## src/common/ifld_pkg.sv

```systemverilog
// package of constants and types for the integer and float load unit
package ifld_pkg;
  localparam logic [5:0] OP_LDSB  = 6'h09;
  localparam logic [5:0] OP_LDSH  = 6'h0A;
  localparam logic [5:0] OP_LDUB  = 6'h01;
  localparam logic [5:0] OP_LDUH  = 6'h02;
  localparam logic [5:0] OP_LDW   = 6'h00;
  localparam logic [5:0] OP_LDD   = 6'h03;
  localparam logic [5:0] OP_LDSBA = 6'h19;
  localparam logic [5:0] OP_LDSHA = 6'h1A;
  localparam logic [5:0] OP_LDUBA = 6'h11;
  localparam logic [5:0] OP_LDUHA = 6'h12;
  localparam logic [5:0] OP_LDWA  = 6'h10;
  localparam logic [5:0] OP_LDDA  = 6'h13;
  localparam logic [5:0] OP_FLDS  = 6'h20;
  localparam logic [5:0] OP_FLDD  = 6'h23;
  localparam logic [5:0] OP_FLDSR = 6'h21;
  // instruction field positions
  localparam int RD_LSB   = 25;
  localparam int SUBOP_LSB = 19;
  localparam int SRC1_LSB  = 14;
  localparam int IMM_BIT  = 13;
  localparam int ASI_LSB  = 5;
  // fixed space ids for normal loads
  localparam logic [7:0] ASI_USER_DATA = 8'h0A;
  localparam logic [7:0] ASI_SUPV_DATA = 8'h0B;
  localparam logic [2:0] FTT_BAD_REG   = 3'h6;
  localparam logic [31:0] ZERO_WORD    = 32'h0000_0000;
  // trap cause codes
  typedef enum logic [2:0] {
    TRAP_NONE   = 3'h0,
    TRAP_PRIV   = 3'h1,
    TRAP_ENC    = 3'h2,
    TRAP_ALIGN  = 3'h3,
    TRAP_FPOFF  = 3'h4,
    TRAP_FPFLT  = 3'h5
  } ifld_trap_t;
  typedef enum logic [4:0] {
    ST_IDLE  = 5'b00001,
    ST_DRAIN = 5'b00010,
    ST_MEM0  = 5'b00100,
    ST_MEM1  = 5'b01000,
    ST_DONE  = 5'b10000
  } ifld_state_t;
endpackage

```

## src/rtl/ifld_load_unit.sv

```systemverilog
// load instruction decode and execute unit
`timescale 1ns/100ps
module ifld_load_unit (
  input  wire logic               core_clk,
  input  wire logic               rst,
  input  wire logic               issue_valid,
  input  wire logic [31:0]        instr,
  input  wire logic [31:0]        src_one_value,
  input  wire logic [31:0]        src_two_value,
  input  wire logic               supervisor_bit,
  input  wire logic               fpu_enable_bit,
  input  wire logic               fpu_present,
  input  wire logic               float_operate_busy,
  output logic                    issue_ready,
  output logic                    mem_req,
  output logic                    mem_lock,
  output logic [31:0]             mem_addr,
  output logic [7:0]              mem_space,
  input  wire logic               mem_ack,
  input  wire logic [31:0]        mem_rdata,
  output logic                    int_wr_en,
  output logic [4:0]              int_wr_idx,
  output logic                    fp_wr_en,
  output logic [4:0]              fp_wr_idx,
  output logic                    fsr_wr_en,
  output logic [31:0]             wr_data,
  output logic                    trap_valid,
  output ifld_pkg::ifld_trap_t    trap_cause,
  output logic [2:0]              float_trap_type,
  output logic                    done
);
  import ifld_pkg::*;

  // instruction fields
  wire [5:0]  sub_opcode_field    = instr[SUBOP_LSB +: 6];
  wire [4:0]  dest_reg_field      = instr[RD_LSB +: 5];
  wire        imm_sel             = instr[IMM_BIT];
  wire [7:0]  space_id_field      = instr[ASI_LSB +: 8];
  wire [12:0] signed_offset_field = instr[12:0];

  // opcode class decode
  wire op_sb   = (sub_opcode_field == OP_LDSB) || (sub_opcode_field == OP_LDSBA);
  wire op_sh   = (sub_opcode_field == OP_LDSH) || (sub_opcode_field == OP_LDSHA);
  wire op_ub   = (sub_opcode_field == OP_LDUB) || (sub_opcode_field == OP_LDUBA);
  wire op_uh   = (sub_opcode_field == OP_LDUH) || (sub_opcode_field == OP_LDUHA);
  wire op_w    = (sub_opcode_field == OP_LDW)  || (sub_opcode_field == OP_LDWA);
  wire op_d    = (sub_opcode_field == OP_LDD)  || (sub_opcode_field == OP_LDDA);
  wire op_alt  = (sub_opcode_field == OP_LDSBA) || (sub_opcode_field == OP_LDSHA)
              || (sub_opcode_field == OP_LDUBA) || (sub_opcode_field == OP_LDUHA)
              || (sub_opcode_field == OP_LDWA)  || (sub_opcode_field == OP_LDDA);
  wire op_fs   = sub_opcode_field == OP_FLDS;
  wire op_fd   = sub_opcode_field == OP_FLDD;
  wire op_fsr  = sub_opcode_field == OP_FLDSR;
  wire op_fp   = op_fs | op_fd | op_fsr;
  wire op_any  = op_sb | op_sh | op_ub | op_uh | op_w | op_d | op_fp;
  wire is_dbl  = op_d | op_fd;

  // effective address, reg+reg or reg+offset
  wire [31:0] ofs_ext  = {{19{signed_offset_field[12]}}, signed_offset_field};
  wire [31:0] eff_addr = src_one_value + (imm_sel ? ofs_ext : src_two_value);

  // address space select
  wire [7:0] space_sel = op_alt ? space_id_field
                       : (supervisor_bit ? ASI_SUPV_DATA : ASI_USER_DATA);

  // alignment checks per size; byte loads never misalign
  wire half_bad = (op_sh | op_uh) & eff_addr[0];
  wire word_bad = (op_w | op_fs | op_fsr) & (eff_addr[1:0] != 2'b00);
  wire dbl_bad  = is_dbl & (eff_addr[2:0] != 3'b000);
  wire misalign = half_bad | word_bad | dbl_bad;

  // trap priority: fpu off, privilege, encoding, fpu fault, alignment
  wire fp_off   = op_fp & (~fpu_enable_bit | ~fpu_present);
  wire priv_bad = op_alt & ~supervisor_bit;
  wire enc_bad  = (op_alt & imm_sel) | (op_d & dest_reg_field[0]);
  wire fp_flt   = op_fd & dest_reg_field[0];
  ifld_trap_t trap_sel;
  assign trap_sel = fp_off   ? TRAP_FPOFF
                  : priv_bad ? TRAP_PRIV
                  : enc_bad  ? TRAP_ENC
                  : fp_flt   ? TRAP_FPFLT
                  : misalign ? TRAP_ALIGN
                  : TRAP_NONE;

  // byte and half extraction, big-endian lanes
  function automatic logic [31:0] align_data(input logic [31:0] w, input logic [1:0] a,
                                             input logic sb, input logic sh,
                                             input logic ub, input logic uh);
    logic [7:0]  b;
    logic [15:0] h;
    b = w[8 * (3 - a) +: 8];
    h = a[1] ? w[15:0] : w[31:16];
    if (sb) begin
      align_data = {{24{b[7]}}, b};
    end else if (ub) begin
      align_data = {24'h00_0000, b};
    end else if (sh) begin
      align_data = {{16{h[15]}}, h};
    end else if (uh) begin
      align_data = {16'h0000, h};
    end else begin
      align_data = w;
    end
  endfunction

  ifld_state_t state_reg, state_next;
  logic [31:0] addr_reg;
  logic [7:0]  space_reg;
  logic [4:0]  rd_reg;
  logic [5:0]  kind_reg;
  logic [31:0] data_reg;
  logic        wr_int_reg, wr_fp_reg, wr_fsr_reg;
  logic [4:0]  wr_idx_reg;
  logic        trap_reg;
  ifld_trap_t  cause_reg;
  logic [2:0]  ftt_reg;
  logic        done_reg;
  logic        is_dbl_reg;

  // latched kind bits: sb sh ub uh fp fsr flags
  wire k_sb  = kind_reg[0];
  wire k_sh  = kind_reg[1];
  wire k_ub  = kind_reg[2];
  wire k_uh  = kind_reg[3];
  wire k_fp  = kind_reg[4];
  wire k_fsr = kind_reg[5];
  wire k_dbl = state_reg == ST_MEM1;

  wire accept   = issue_valid & issue_ready & op_any;
  wire start_ok = accept & (trap_sel == TRAP_NONE);

  // next-state logic
  always_comb begin
    state_next = state_reg;
    unique case (state_reg)
      ST_IDLE:  begin
        if (start_ok) begin
          state_next = (op_fsr && float_operate_busy) ? ST_DRAIN : ST_MEM0;
        end
      end
      ST_DRAIN: begin
        if (!float_operate_busy) begin
          state_next = ST_MEM0;
        end
      end
      ST_MEM0:  begin
        if (mem_ack) begin
          state_next = is_dbl_reg ? ST_MEM1 : ST_DONE;
        end
      end
      ST_MEM1:  begin
        if (mem_ack) begin
          state_next = ST_DONE;
        end
      end
      ST_DONE:  state_next = ST_IDLE;
      default:  state_next = ST_IDLE;
    endcase
  end

  // memory side: request held until ack, lock spans both doubleword beats
  assign issue_ready = state_reg == ST_IDLE;
  assign mem_req     = (state_reg == ST_MEM0) | (state_reg == ST_MEM1);
  assign mem_lock    = mem_req & is_dbl_reg;
  assign mem_addr    = (state_reg == ST_MEM1) ? (addr_reg + 32'h0000_0004) : addr_reg;
  assign mem_space   = space_reg;

  // the odd half of a pair goes to rd|1; integer pair 0 even word is dropped
  wire [4:0] even_idx = {rd_reg[4:1], 1'b0};
  wire [4:0] odd_idx  = {rd_reg[4:1], 1'b1};
  wire       int_skip = ~k_fp & ~k_dbl & is_dbl_reg & (rd_reg[4:1] == 4'h0);
  wire [31:0] beat    = align_data(mem_rdata, addr_reg[1:0], k_sb, k_sh, k_ub, k_uh);

  // capture instruction at an accept that raises no trap
  always_ff @(posedge core_clk or posedge rst) begin
    if (rst) begin
      addr_reg   <= ZERO_WORD;
      space_reg  <= 8'h00;
      rd_reg     <= 5'h00;
      kind_reg   <= 6'h00;
      is_dbl_reg <= 1'b0;
    end else if (start_ok) begin
      addr_reg   <= eff_addr;
      space_reg  <= space_sel;
      rd_reg     <= dest_reg_field;
      kind_reg   <= {op_fsr, op_fp, op_uh, op_ub, op_sh, op_sb};
      is_dbl_reg <= is_dbl;
    end
  end

  // state and writeback registers
  always_ff @(posedge core_clk or posedge rst) begin
    if (rst) begin
      state_reg  <= ST_IDLE;
      data_reg   <= ZERO_WORD;
      wr_int_reg <= 1'b0;
      wr_fp_reg  <= 1'b0;
      wr_fsr_reg <= 1'b0;
      wr_idx_reg <= 5'h00;
    end else begin
      state_reg  <= state_next;
      wr_int_reg <= mem_req & mem_ack & ~k_fp & ~int_skip;
      wr_fp_reg  <= mem_req & mem_ack & k_fp & ~k_fsr;
      wr_fsr_reg <= mem_req & mem_ack & k_fsr;
      wr_idx_reg <= is_dbl_reg ? (k_dbl ? odd_idx : even_idx) : rd_reg;
      if (mem_req & mem_ack) begin
        data_reg <= beat;
      end
    end
  end

  // trap reporting, one cycle after the refused issue
  always_ff @(posedge core_clk or posedge rst) begin
    if (rst) begin
      trap_reg  <= 1'b0;
      cause_reg <= TRAP_NONE;
      ftt_reg   <= 3'h0;
      done_reg  <= 1'b0;
    end else begin
      trap_reg  <= accept & (trap_sel != TRAP_NONE);
      cause_reg <= accept ? trap_sel : TRAP_NONE;
      ftt_reg   <= (accept & (trap_sel == TRAP_FPFLT)) ? FTT_BAD_REG : 3'h0;
      done_reg  <= (state_reg == ST_DONE) | (accept & (trap_sel != TRAP_NONE));
    end
  end

  assign int_wr_en       = wr_int_reg;
  assign fp_wr_en        = wr_fp_reg;
  assign fsr_wr_en       = wr_fsr_reg;  // no float branch interlock, codes left undefined
  assign int_wr_idx      = wr_idx_reg;
  assign fp_wr_idx       = wr_idx_reg;
  assign wr_data         = data_reg;
  assign trap_valid      = trap_reg;
  assign trap_cause      = cause_reg;
  assign float_trap_type = ftt_reg;
  assign done            = done_reg;

  // independent address sums, so the checks do not reuse the datapath adder
  wire [31:0] chk_sum_rr = src_one_value + src_two_value;
  wire [31:0] chk_sum_ri = src_one_value + {{19{instr[12]}}, instr[12:0]};
endmodule

```

## config.mk

```make
export PLATFORM = sky130hd
export DESIGN_NAME = ifld_load_unit
export DESIGN_NICKNAME = d
export VERILOG_FILES = /design/src/common/ifld_pkg.sv /design/src/rtl/ifld_load_unit.sv
export SDC_FILE = /design/constraint.sdc
export NUM_CORES = 1
export LEC_CHECK = 0
export BUFFER_PORTS_ARGS = -buffer_cell sky130_fd_sc_hd__buf_2
export CAP_MARGIN = 20
export CORE_UTILIZATION = 52
export CTS_CLUSTER_SIZE = 25
export DETAILED_ROUTE_END_ITERATION = 7
export GPL_ROUTABILITY_DRIVEN = 0
export PLACE_DENSITY = 0.82
export SYNTH_ARGS = -nofsm -noshare
export SYNTH_HDL_FRONTEND = slang
export SYNTH_SLANG_ARGS = --single-unit
```

## constraint.sdc

```tcl
create_clock -name core_clk -period 3.85 [get_ports core_clk]
set_clock_uncertainty 0.1 [all_clocks]
set_input_delay 0.1925 -clock core_clk [delete_from_list [all_inputs] [get_ports core_clk]]
set_output_delay 0.1925 -clock core_clk [all_outputs]
set_load 0.03 [all_outputs]
```

---- Word level (Yosys, flattened, before mapping) ----
Cells that the tools add are included.
word-level totals
  flip-flop bits (word level) ............. 105
  bits of input ports ..................... 136
  output and inout port bits .............. 96
  logic and storage cells ................. 135
cells by class
  add/subtract/negate cells ............... 3
  equal/unequal tests ..................... 24
  shift operators ......................... 1
  mux-type cells .......................... 25
  bitwise logic cells ..................... 48
  reduce and logical (&&, ||, !) cells .... 19
operators with widths
  kind                                                                    number
  32-bit two-way mux                                                      6
  6-bit by 5-bit equality test with 1-bit output (second input constant)  6
  32-bit by 33-bit indexed part select with 8-bit output                  1
  32-bit by 3-bit adder with 32-bit output (second input constant)        1
  32-bit adder                                                            1
  5-bit two-way mux                                                       5
  1-bit bitwise AND                                                       23
  3-bit two-way mux                                                       7
  5-bit one-hot mux with 4 select lines                                   1
  6-bit equality test (second input constant)                             3
  1-bit OR                                                                18
  16-bit two-way mux                                                      1
  6-bit by 2-bit equality test with 1-bit output (second input constant)  2
  6-bit by 4-bit equality test with 1-bit output (second input constant)  2
  1-bit logical OR                                                        11
  8-bit two-way mux                                                       1
  1-bit NOT                                                               7
  6-bit by 1-bit equality test with 1-bit output (second input constant)  1
  6-bit zero test                                                         1
  2-bit inequality test (second input constant)                           3
  3-bit nonzero test                                                      2
  5-bit by 1-bit equality test with 1-bit output (second input constant)  1
  5-bit by 2-bit equality test with 1-bit output (second input constant)  1
  5-bit by 3-bit equality test with 1-bit output (second input constant)  1
  12 further kinds                                                        14

---- Longest topological paths before layout ----
Gate-level depths: netlist of run 1.
  word-level depth ........................ 16
  gate-level depth with buffers ........... 15
  depth with buffers taken out ............ 12

---- Least setup slack after synthesis of run 1 ----
Ideal clock, no wire load.
  path kind ............................... input-to-reg
  from .................................... in instr[13]
  to ...................................... reg addr_reg[28]
  library setup time ...................... 136 ps
  arrival ................................. 3,328 ps
  data required time ...................... 3,614 ps
  slack ................................... 286 ps
  cell stages on the path ................. 13
  buffers on the path ..................... 2
  cell sequence ........................... clkbuf_1 clkbuf_1 mux2_2 fa_1 a21o_1 a221oi_2 nor2b_1 a2111oi_4 o21ai_2 a211o_1 a21oi_1 xor2_1 o21ai_0
on the way
  longest elaborated chain between the ends .. 13
  elaborated cells on any way between the ends .. 18
  classes of those cells .................. 1 x add/sub; 6 x mux; 8 x bitwise; 3 x reduce/logical
RTL lines
  what                   RTL line               source
  start, declared        ifld_load_unit.sv:7    input wire logic [31:0] instr,
  32-bit two-way mux     ifld_load_unit.sv:60   wire [31:0] eff_addr = src_one_value + (imm_sel ? ofs_ext : src_two_value);
  32-bit adder           ifld_load_unit.sv:60
  2-bit nonzero test     ifld_load_unit.sv:68   wire word_bad = (op_w | op_fs | op_fsr) & (eff_addr[1:0] != 2'b00);
  1-bit bitwise AND      ifld_load_unit.sv:68
  1-bit OR (2 in a row)  ifld_load_unit.sv:70   wire misalign = half_bad | word_bad | dbl_bad;
  2-bit two-way mux      ifld_load_unit.sv:82   : misalign ? TRAP_ALIGN
  3-bit two-way mux      ifld_load_unit.sv:81   : fp_flt ? TRAP_FPFLT
  3-bit two-way mux      ifld_load_unit.sv:80   : enc_bad ? TRAP_ENC
  3-bit two-way mux      ifld_load_unit.sv:79   : priv_bad ? TRAP_PRIV
  3-bit two-way mux      ifld_load_unit.sv:78   assign trap_sel = fp_off ? TRAP_FPOFF
  3-bit zero test        ifld_load_unit.sv:130  wire start_ok = accept & (trap_sel == TRAP_NONE);
  1-bit bitwise AND      ifld_load_unit.sv:130
  end signal, assigned   ifld_load_unit.sv:183  addr_reg <= eff_addr;
  end, declared          ifld_load_unit.sv:107  logic [31:0] addr_reg;
Several ways; a longest one is shown, not always the timed one.
A chain may end at the register's enable or synchronous reset.

---- Final worst setup path of run 1 ----
  from .................................... reg state_reg[1]
  to ...................................... out mem_addr[31]
on the way
  longest elaborated chain between the ends .. 2
RTL lines
  what                                            RTL line               source
  start, declared                                 ifld_load_unit.sv:106  ifld_state_t state_reg, state_next;
  start signal, assigned                          ifld_load_unit.sv:201  state_reg <= state_next;
  5-bit by 4-bit equality test with 1-bit output  ifld_load_unit.sv:165  assign mem_addr = (state_reg == ST_MEM1) ? (addr_reg + 32'h0000_0004) : addr_reg;
  32-bit two-way mux                              ifld_load_unit.sv:165
  end, declared                                   ifld_load_unit.sv:17   output logic [31:0] mem_addr,
No other way between the ends.

==> results of run 1 <==
==> worst max-delay path: cells and delay by family (launching register included) <==
| family | cells | cell delay (ns) |
|---|---|---|
| buffers and inverters | 1 | 0.24 |
| AND/OR/NAND/NOR | 8 | 1.95 |
| flip-flops | 1 | 0.42 |
| XOR/XNOR | 1 | 0.22 |
==> area by class of cell <==
cell class | count | area, µm²
clock inverters | 6 | 51.3
multi-input cells | 607 | 4090
repair buffers | 244 | 1320
flip-flops and latches | 103 | 2580
clock buffers | 10 | 239
fillers | 1078 | 4590
inverters | 26 | 100
well taps | 176 | 220
==> synth_stat cells (3+ instances only) <==
cell        n  area share, %
mux2i_1    18            2.6
o211ai_1    5           0.54
buf_2       5           0.36
and2_1      4           0.36
a21oi_1    50            3.6
xnor2_1    37            4.6
o21a_1     27            2.9
nor2b_1     7           0.63
clkbuf_1   33            1.8
inv_1      26            1.4
nand2_1    97            5.2
a211oi_1    9           0.97
nor4_1      4           0.36
dfrtp_1   102             36
mux2_2     13            2.1
and4_1      4           0.50
a21o_1     15            1.6
mux2_4      7            1.5
nand4_1     4           0.36
nor2_1     37            2.0
and3_1      9           0.80
ha_1       32            5.7
nand3_1    21            1.5
xor2_1     21            2.6
o21ai_0   105            7.5
nor3_1      6           0.43
o31ai_1     8           0.86
mux4_2      8            2.6
o21ai_1     6           0.43
or2_2       3           0.27
buf_4       9           0.97
nand2b_1   11           0.98
a31oi_1     6           0.54
==> metrics by stage <==
step / setup slack [ns] / instance area (µm²) / hold slack [ns] / utilization, % / instances
final: 0.383 / 8600 / 0.00696 / 65.2 / 1172
after global routing: 0.0625 / 8600 / 0.0116 / 65.2 / 1172
after floorplan: 0.286 / 7000 / 0.224 / - / 785
after CTS: 0.230 / 8570 / 0.00539 / 64.9 / 1171
after global placement: 0.141 / 8230 / 0.199 / 62.4 / 1150
after detailed placement: 0.0862 / 8230 / 0.197 / 62.4 / 1150
==> per-layer routing <==
layer | GRT usage (%) | part of all wire [%] | vias to the layer above
met3 | 4.12 | 6.1 | 29
met1 | 35.6 | 44 | 3089
li1 | - | - | 3197
met2 | 44.3 | 48 | 268
met5 | 0 | 0 | -
met4 | 8.17 | 2.0 | 0
==> cells by family (layout without fill, tap and decap cells) <==
group,count (synthesis),after routing
buf+inv,75,286
fa+ha+maj,33,33
other cells,1,1
simple gates,219,219
xor+xnor,58,58
compound gates,249,249
mux,47,47
flops,103,103
==> power by group <==
part | switching [W] | internal (W)
Combinational | 0.00172 | 0.000998
Sequential | 0.000387 | 0.00151
Clock | 0.000415 | 0.000464
==> timing repair <==
item                       CTS  global route
buffers inserted             0             0
hold endpoints to repair    48             0
hold buffers                 5             0
gates resized for setup      0             1
setup endpoints to repair    0             2
==> worst max path at each step <==
stage,start,to,cells past startpoint
6_report,state_reg[1],mem_addr[31],10
4_1_cts,state_reg[1],mem_addr[31],10
5_1_grt,state_reg[1],mem_addr[28],10
2_1_floorplan,instr[13],addr_reg[28],13
3_5_place_dp,instr[13],addr_reg[28],13
3_3_place_gp,instr[13],addr_reg[28],13
==> reports/qor.csv, run 1 <==
metric;value;unit
status;completed;
die width;118;µm
max-slew violation count;0;
crit start category;flip-flop;
port buffer count;223;
total gr overflow;0;
Layout Nets;1160;
final setup TNS;0;ns
Synth Area in Compound Gates;21.5;%
synth unique cells;61;
initial antenna violation count;0;
clk_lat worst skew;0.34;ns
final wirelength;18300;µm
FF-to-FF Start;state_reg[2];
PD cells;638;nW/µm²
HPWL after DPL;14400;µm
VDD IR max;0.308;mV
Site Rows;42;
post-DR vias/cell;5.62;
Worst Max-Slew Pin Slew;1.13;ns
share of post-route cells with drive strength above 1;29.4;%
CP max FO;5;
clock sinks;103;
Final ANT Viol Nets;0;
Seq cells post-synth;103;
commonest non-fill, non-tap cells in the layout;buf_2, o21ai_0, dfrtp_1, nand2_1, a21oi_1;
first-pass iteration count of the detailed router;5;
FF-to-FF End;rd_reg[2];
DR vias;6583;
die area;13900;µm²
Hold Crit Depth;2;
Synth Cell Area;7000;µm²
Final Critical Period;3.47;ns
Worst-path clk slew;0.07;ns
Hold Crit Start;instr[25];
R2R cell count;7;
number of DRC markers in iteration 0;571;
final hold viol count;0;
RSZ-0062 raised after global routing;no;
max cap viols;0;
simple-gate share of the synthesized area;14.7;%
CTS tree;yes;
fmax;288;MHz
most common cell after layout, fill and taps aside;buf_2;
mux share of post-synthesis cell area;8.90;%
H-tree levels;3;
DRC viols;0;
Async SR Flop Fraction;100;%
largest family of logic cells by synthesized area;compound AO/OA/AOI/OAI gates;
Post-Synth Adder-Cell Area;6.01;%
critical-path cell list;nor3_1, and4_1, and2_1, and4_1, and2b_1, nand2_1, nor3_2, nand3_1, xnor2_1, buf_2;
WS Path Type;reg2out;
first-pass GRT wire length;29900;µm
Post-synth EDFFs;0;
CTS root buffer;clkbuf_16;
yosys warns;0;
Ant. Diodes;0;
xor/xnor share of the synthesized area;7.26;%
sequential share of the synthesized area;36.8;%
Layout area overhead;22.8;%
slew margin rel.;24.3;%
Mapped Avg Cell Area;8.92;µm²
gr usage total;26.6;%
Final Setup Violations;0;
cell mode on critical path;and4_1;
Worst Path Arrival;3.17;ns
Slowest-stage cell, CP;nor3_1;
Mapped Nets;954;
CP max stage delay;0.43;ns
mean routed wirelength per cell;15.6;µm
CP Capture Type;output pin;
Post-Synthesis Cells;785;
Initial Utilization;53.1;%
Data required, critical path;3.56;ns
pin count of the biggest net entering global routing;51;
endpoint of the worst hold path;rd_reg[0];
Die Y;118;µm
cts bufs inserted;9;
maximum clock path buffer count;2;
min-delay worst type;in2reg;
Final Cycle Share;90.1;%
core area;13200;µm²
Tot Pwr;0.00549;W
reg-to-reg slack, setup;0.90;ns
Post-synth top flop;dfrtp_1;
IO Pins;232;
LEAKAGE;4.30;nW
vias in the first global route;6146;
Note: power is estimated with default switching activity, not from simulation.
==> run 2, diff against run 1 <==
--- a/config.mk
+++ b/config.mk
@@ -7,11 +7,12 @@
 export LEC_CHECK = 0
 export BUFFER_PORTS_ARGS = -buffer_cell sky130_fd_sc_hd__buf_2
 export CAP_MARGIN = 20
-export CORE_UTILIZATION = 52
+export CORE_UTILIZATION = 47
 export CTS_CLUSTER_SIZE = 25
 export DETAILED_ROUTE_END_ITERATION = 7
 export GPL_ROUTABILITY_DRIVEN = 0
-export PLACE_DENSITY = 0.82
+export MAX_ROUTING_LAYER = met4
+export PLACE_DENSITY = 0.79
 export SYNTH_ARGS = -nofsm -noshare
 export SYNTH_HDL_FRONTEND = slang
 export SYNTH_SLANG_ARGS = --single-unit
==> constraint.sdc (replaced) <==
create_clock -name core_clk -period 3.1 [get_ports core_clk]
set_clock_uncertainty 0.1 [all_clocks]
set_input_delay 0.155 -clock core_clk [delete_from_list [all_inputs] [get_ports core_clk]]
set_output_delay 0.155 -clock core_clk [all_outputs]
set_load 0.03 [all_outputs]
==> run 2 against run 1 <==
Against the previous run: total power is 30% higher; sequential cell count stayed put; wire length is 7.5% higher; global-route usage is 0.22 points lower; largest cell class unchanged; register-to-register slack worse by 0.70 ns; sequential power is 25% higher; die area is 10% higher.
==> reports/qor.csv, run 2 (synthesis results as in run 1) <==
metric;value;unit
Initial Utilization;48.2;%
min-delay worst type;in2reg;
Final Cycle Share;97.0;%
final wirelength;19700;µm
PD cells;774;nW/µm²
share of post-route cells with drive strength above 1;34.6;%
Finished Cell Area;9250;µm²
final hold viol count;0;
Final ANT Viol Nets;0;
cts bufs inserted;9;
Hold Crit Depth;3;
Die Y;124;µm
Worst Max-Slew Pin Slew;0.582;ns
CP max stage delay;0.74;ns
Critical path buffers and inverters;2;
port buffer count;223;
Data required, critical path;3.22;ns
Layout area overhead;32.2;%
mean routed wirelength per cell;15.8;µm
total gr overflow;0;
critical path launch point;instr[13];
Fin Hold WS;0.00567;ns
status;completed;
DRC viols;0;
Layout Nets;1221;
Tot Pwr;0.00716;W
most common cell after layout, fill and taps aside;buf_2;
crit path to;rd_reg[3];
Reg area;2580;µm²
maximum clock path buffer count;2;
reg-to-reg slack, setup;0.20;ns
H-tree levels;3;
Final Setup Violations;0;
clk_lat worst skew;0.34;ns
WS Path Type;in2reg;
VDD IR max;0.373;mV
die area;15400;µm²
number of DRC markers in iteration 0;483;
CTS tree;yes;
total area of multi-input combinational cells;4200;µm²
fmax;333;MHz
FF-to-FF End;rd_reg[3];
IO Pins;232;
critical-path cell list;buf_2, mux2_2, ha_2, fa_2, xnor2_1, nor2_1, a31oi_1, o21ai_0, or4_2, buf_4, mux2_4;
initial antenna violation count;2;
clock sinks;103;
CP Depth;11;
HPWL after DPL;15000;µm
DR vias;6811;
first-pass iteration count of the detailed router;5;
crit start category;input pin;
Fillers;1216;
vias in the first global route;6202;
gr usage total;26.4;%
max cap viols;0;
post-DR vias/cell;5.48;
die width;124;µm
Site Rows;44;
commonest non-fill, non-tap cells in the layout;buf_2, o21ai_0, dfrtp_1, nand2_1, buf_4;
pin count of the biggest net entering global routing;87;
Worst Path Arrival;3.13;ns
R2R cell count;7;
placed inst area;8600;µm²
Slowest-stage cell, CP;or4_2;
core area;14500;µm²
CP max FO;15;
Final Critical Period;3.01;ns
FF-to-FF Start;state_reg[2];
RSZ-0062 raised after global routing;yes;
Worst-path clk slew;0.07;ns
Crit path max-delay family;simple AND/OR/NAND/NOR gates;
first-pass GRT wire length;30400;µm
LEAKAGE;4.65;nW
CTS root buffer;clkbuf_16;
final core occ;63.7;%
slew margin rel.;60.2;%
max-slew violation count;0;
CP Capture Type;flip-flop;
run 2: timing repair:
item	in CTS	in global routing
endpoints found under the hold margin	10	83
endpoints found under the setup margin	6	15
hold buffers	10	1
gates resized for setup	5	21
setup buffers	0	7
pin swaps	0	8
run 2: report_power, final:
| part | switching [W] | internal (W) |
|---|---|---|
| sequential | 0.000500 | 0.00187 |
| clock | 0.000488 | 0.000752 |
| combinational | 0.00219 | 0.00136 |
run 2: layer usage:
| layer | vias to the layer above | GRT usage, % | wire [µm] |
|---|---|---|---|
| met5 | - | - | 0 |
| met4 | 0 | 9.38 | 402 |
| met3 | 31 | 3.71 | 1170 |
| met2 | 253 | 43.2 | 9510 |
| met1 | 3207 | 33.4 | 8600 |
| li1 | 3320 | - | - |
run 2: worst min-delay path by stage:
stage | startpoint | to
after global placement | rd_reg[3] | fp_wr_idx[3]
final | float_operate_busy | state_reg[1]
after detailed placement | instr[28] | rd_reg[3]
after global routing | mem_ack | fsr_wr_en
after CTS | mem_ack | fsr_wr_en
after floorplan | instr[25] | rd_reg[0]
run 2: worst register-to-register path: cells and delay by family (launching register included):
kind / cells / cell delay, ns
AND/OR/NAND/NOR: 4 / 1.53
flip-flops: 1 / 0.42
multiplexers: 1 / 0.32
buffers and inverters: 1 / 0.25
AO/OA/AOI/OAI: 1 / 0.16
run 2: stage by stage:
stage / setup slack [ns] / instances / TNS, ns
2_1_floorplan: 0.00965 / 785 / 0
3_3_place_gp: -0.155 / 1205 / -5.20
3_5_place_dp: -0.268 / 1205 / -8.28
4_1_cts: 0.0419 / 1231 / 0
5_1_grt: -0.0370 / 1243 / -0.110
6_report: 0.0930 / 1243 / 0
run 2: area by class of cell:
type                            count  area share, %
Timing Repair Buffer              305           19.5
Antenna cell                        2         0.0541
Multi-Input combinational cell    607           45.4
Clock inverter                      3          0.703
Sequential cell                   103           27.9
Tap cell                          184           2.49
Clock buffer                       13           2.81
Inverter                           26           1.08
==> run 3, diff against run 2 <==
--- a/config.mk
+++ b/config.mk
@@ -5,9 +5,10 @@
 export SDC_FILE = /design/constraint.sdc
 export NUM_CORES = 1
 export LEC_CHECK = 0
+export ABC_AREA = 1
 export BUFFER_PORTS_ARGS = -buffer_cell sky130_fd_sc_hd__buf_2
 export CAP_MARGIN = 20
-export CORE_UTILIZATION = 47
+export CORE_UTILIZATION = 48
 export CTS_CLUSTER_SIZE = 25
 export DETAILED_ROUTE_END_ITERATION = 7
 export GPL_ROUTABILITY_DRIVEN = 0
==> run 3 against run 2 <==
Against the previous run: via count increased by 24%; total power up 1.6%; synthesized area grew 14%; largest cell class unchanged.
==> reports/qor.csv, run 3 <==
metric;value;unit
status;completed;
die area;17100;µm²
number of DRC markers in iteration 0;528;
DR vias;8422;
commonest non-fill, non-tap cells in the layout;nand2_1, buf_2, inv_1, nor2_1, dfrtp_1;
core area;16100;µm²
final hold viol count;0;
CP max stage delay;0.62;ns
min-delay worst type;in2reg;
Site Rows;46;
Synth Cell Area;7970;µm²
mean routed wirelength per cell;13.7;µm
Worst Path Arrival;3.02;ns
maximum clock path buffer count;2;
Slowest-stage cell, CP;nor2_4;
first-pass GRT wire length;36000;µm
top cells by area, synth;dfrtp_1, nand2_1, inv_1, nor2_1, ha_1;
synth unique cells;48;
Post-synth top flop;dfrtp_1;
Hold Crit Depth;4;
cts bufs inserted;9;
Reg area;2580;µm²
gr usage total;27.7;%
final wirelength;22300;µm
R2R cell count;9;
Async SR Flop Fraction;100;%
Layout area overhead;21.3;%
max cap viols;0;
slew margin rel.;47.2;%
CP Capture Type;flip-flop;
Crit path max-delay family;simple AND/OR/NAND/NOR gates;
Tot Pwr;0.00728;W
vias in the first global route;7619;
# Post-CTS Setup Buffers;0;
Post-Synthesis Cells;1188;
CP Depth;9;
WS Path Type;reg2reg;
die width;131;µm
RSZ-0062 raised after global routing;no;
Worst-path clk slew;0.07;ns
critical-path cell list;nor2_1, inv_1, nor4_2, nor2_2, nor2_4, inv_2, a21oi_2, buf_4, a21oi_1;
total area of multi-input combinational cells;4640;µm²
max-slew violation count;0;
initial antenna violation count;0;
Seq cells post-synth;103;
total gr overflow;0;
LEAKAGE;5.16;nW
Initial Utilization;49.6;%
top cells by count, synth;nand2_1, inv_1, nor2_1, dfrtp_1, a21oi_1;
Final Cycle Share;93.4;%
clock sinks;103;
IO Pins;232;
Final Critical Period;2.89;ns
Mapped Avg Cell Area;6.71;µm²
most common cell in the netlist;nand2_1;
pin count of the biggest net entering global routing;77;
crit start category;flip-flop;
Mapped Nets;1357;
yosys warns;0;
Data required, critical path;3.22;ns
area leader, netlist;dfrtp_1;
PD cells;753;nW/µm²
port buffer count;223;
reg-to-reg slack, setup;0.21;ns
fmax;346;MHz
share of post-route cells with drive strength above 1;20.5;%
Post-synth EDFFs;0;
H-tree levels;3;
post-CTS sizing;0;
Critical path buffers and inverters;3;
most common cell after layout, fill and taps aside;nand2_1;
Die Y;131;µm
CTS tree;yes;
Ant. Diodes;0;
VDD IR max;0.447;mV
Final Setup Violations;0;
first-pass iteration count of the detailed router;7;
HPWL after DPL;17700;µm
final core occ;60.2;%
CP max FO;32;
Fillers;1481;
post-DR vias/cell;5.19;
final setup TNS;0;ns
sequential share of the synthesized area;32.4;%
clk_lat worst skew;0.36;ns
Layout Nets;1571;
Final ANT Viol Nets;0;
DRC viols;0;
CTS root buffer;clkbuf_16;
Worst Max-Slew Pin Slew;0.790;ns
Synth top area share;32.0;%
run 3: timing repair:
action                     CTS  global route
hold endpoints to repair    60             0
setup endpoints to repair    0             0
hold buffers                13             0
run 3: power breakdown:
part           switching (W)  internal [W]  total (W)
registers           0.000436       0.00188    0.00231
clock network       0.000541      0.000580    0.00112
logic                0.00264       0.00120    0.00385
run 3: cell type report:
type	instances	area share, %
clock buffers	10	2.47
clock inverters	6	0.518
inverters	143	5.58
multi-input cells	899	48.0
flip-flops and latches	103	26.7
well taps	216	2.80
repair buffers	246	13.9
run 3: kinds of logic (layout without fill, tap and decap cells):
kind of cell | Yosys count | after routing | synth area share (%)
simple gates | 599 | 599 | 31.8
compound gates | 219 | 219 | 15.8
buf+inv | 186 | 405 | 9.51
flops | 103 | 103 | 32.4
xor+xnor | 47 | 47 | 5.17
fa+ha+maj | 33 | 33 | 5.28
other cells | 1 | 1 | 0.0471
run 3: worst paths after layout:
path	start	end
max	state_reg[1]	wr_data[26]
min	mem_ack	state_reg[2]
max reg2reg	state_reg[1]	wr_data[26]
min reg2reg	rd_reg[2]	fp_wr_idx[2]
max in group asynchronous	rst	state_reg[0]
min in group asynchronous	rst	addr_reg[29]
run 3: metrics by stage:
stage	hold slack (ns)	setup slack (ns)	cell area [µm²]	cells
floorplan	0.188	0.143	7970	1188
detailed placement	0.186	0.0865	9250	1594
finish	0.0239	0.206	9670	1623
global route	0.0464	0.00617	9670	1623
global placement	0.187	0.251	9250	1594
CTS	0.0189	0.208	9670	1623
run 3: routing by layer:
metal | vias up | wire length, µm | track usage, %
li1 | 4254 | - | -
met1 | 3773 | 9620 | 34.5
met2 | 359 | 10500 | 45.9
met3 | 36 | 1590 | 3.75
met4 | 0 | 543 | 10.1
met5 | - | 0 | -
run 3: worst reg2reg max path, cell delays in order (launching register included):
cell	delay, ns
dfrtp_1	0.42
nor2_1	0.22
inv_1	0.08
nor4_2	0.33
nor2_2	0.12
nor2_4	0.62
inv_2	0.29
a21oi_2	0.17
buf_4	0.29
a21oi_1	0.12
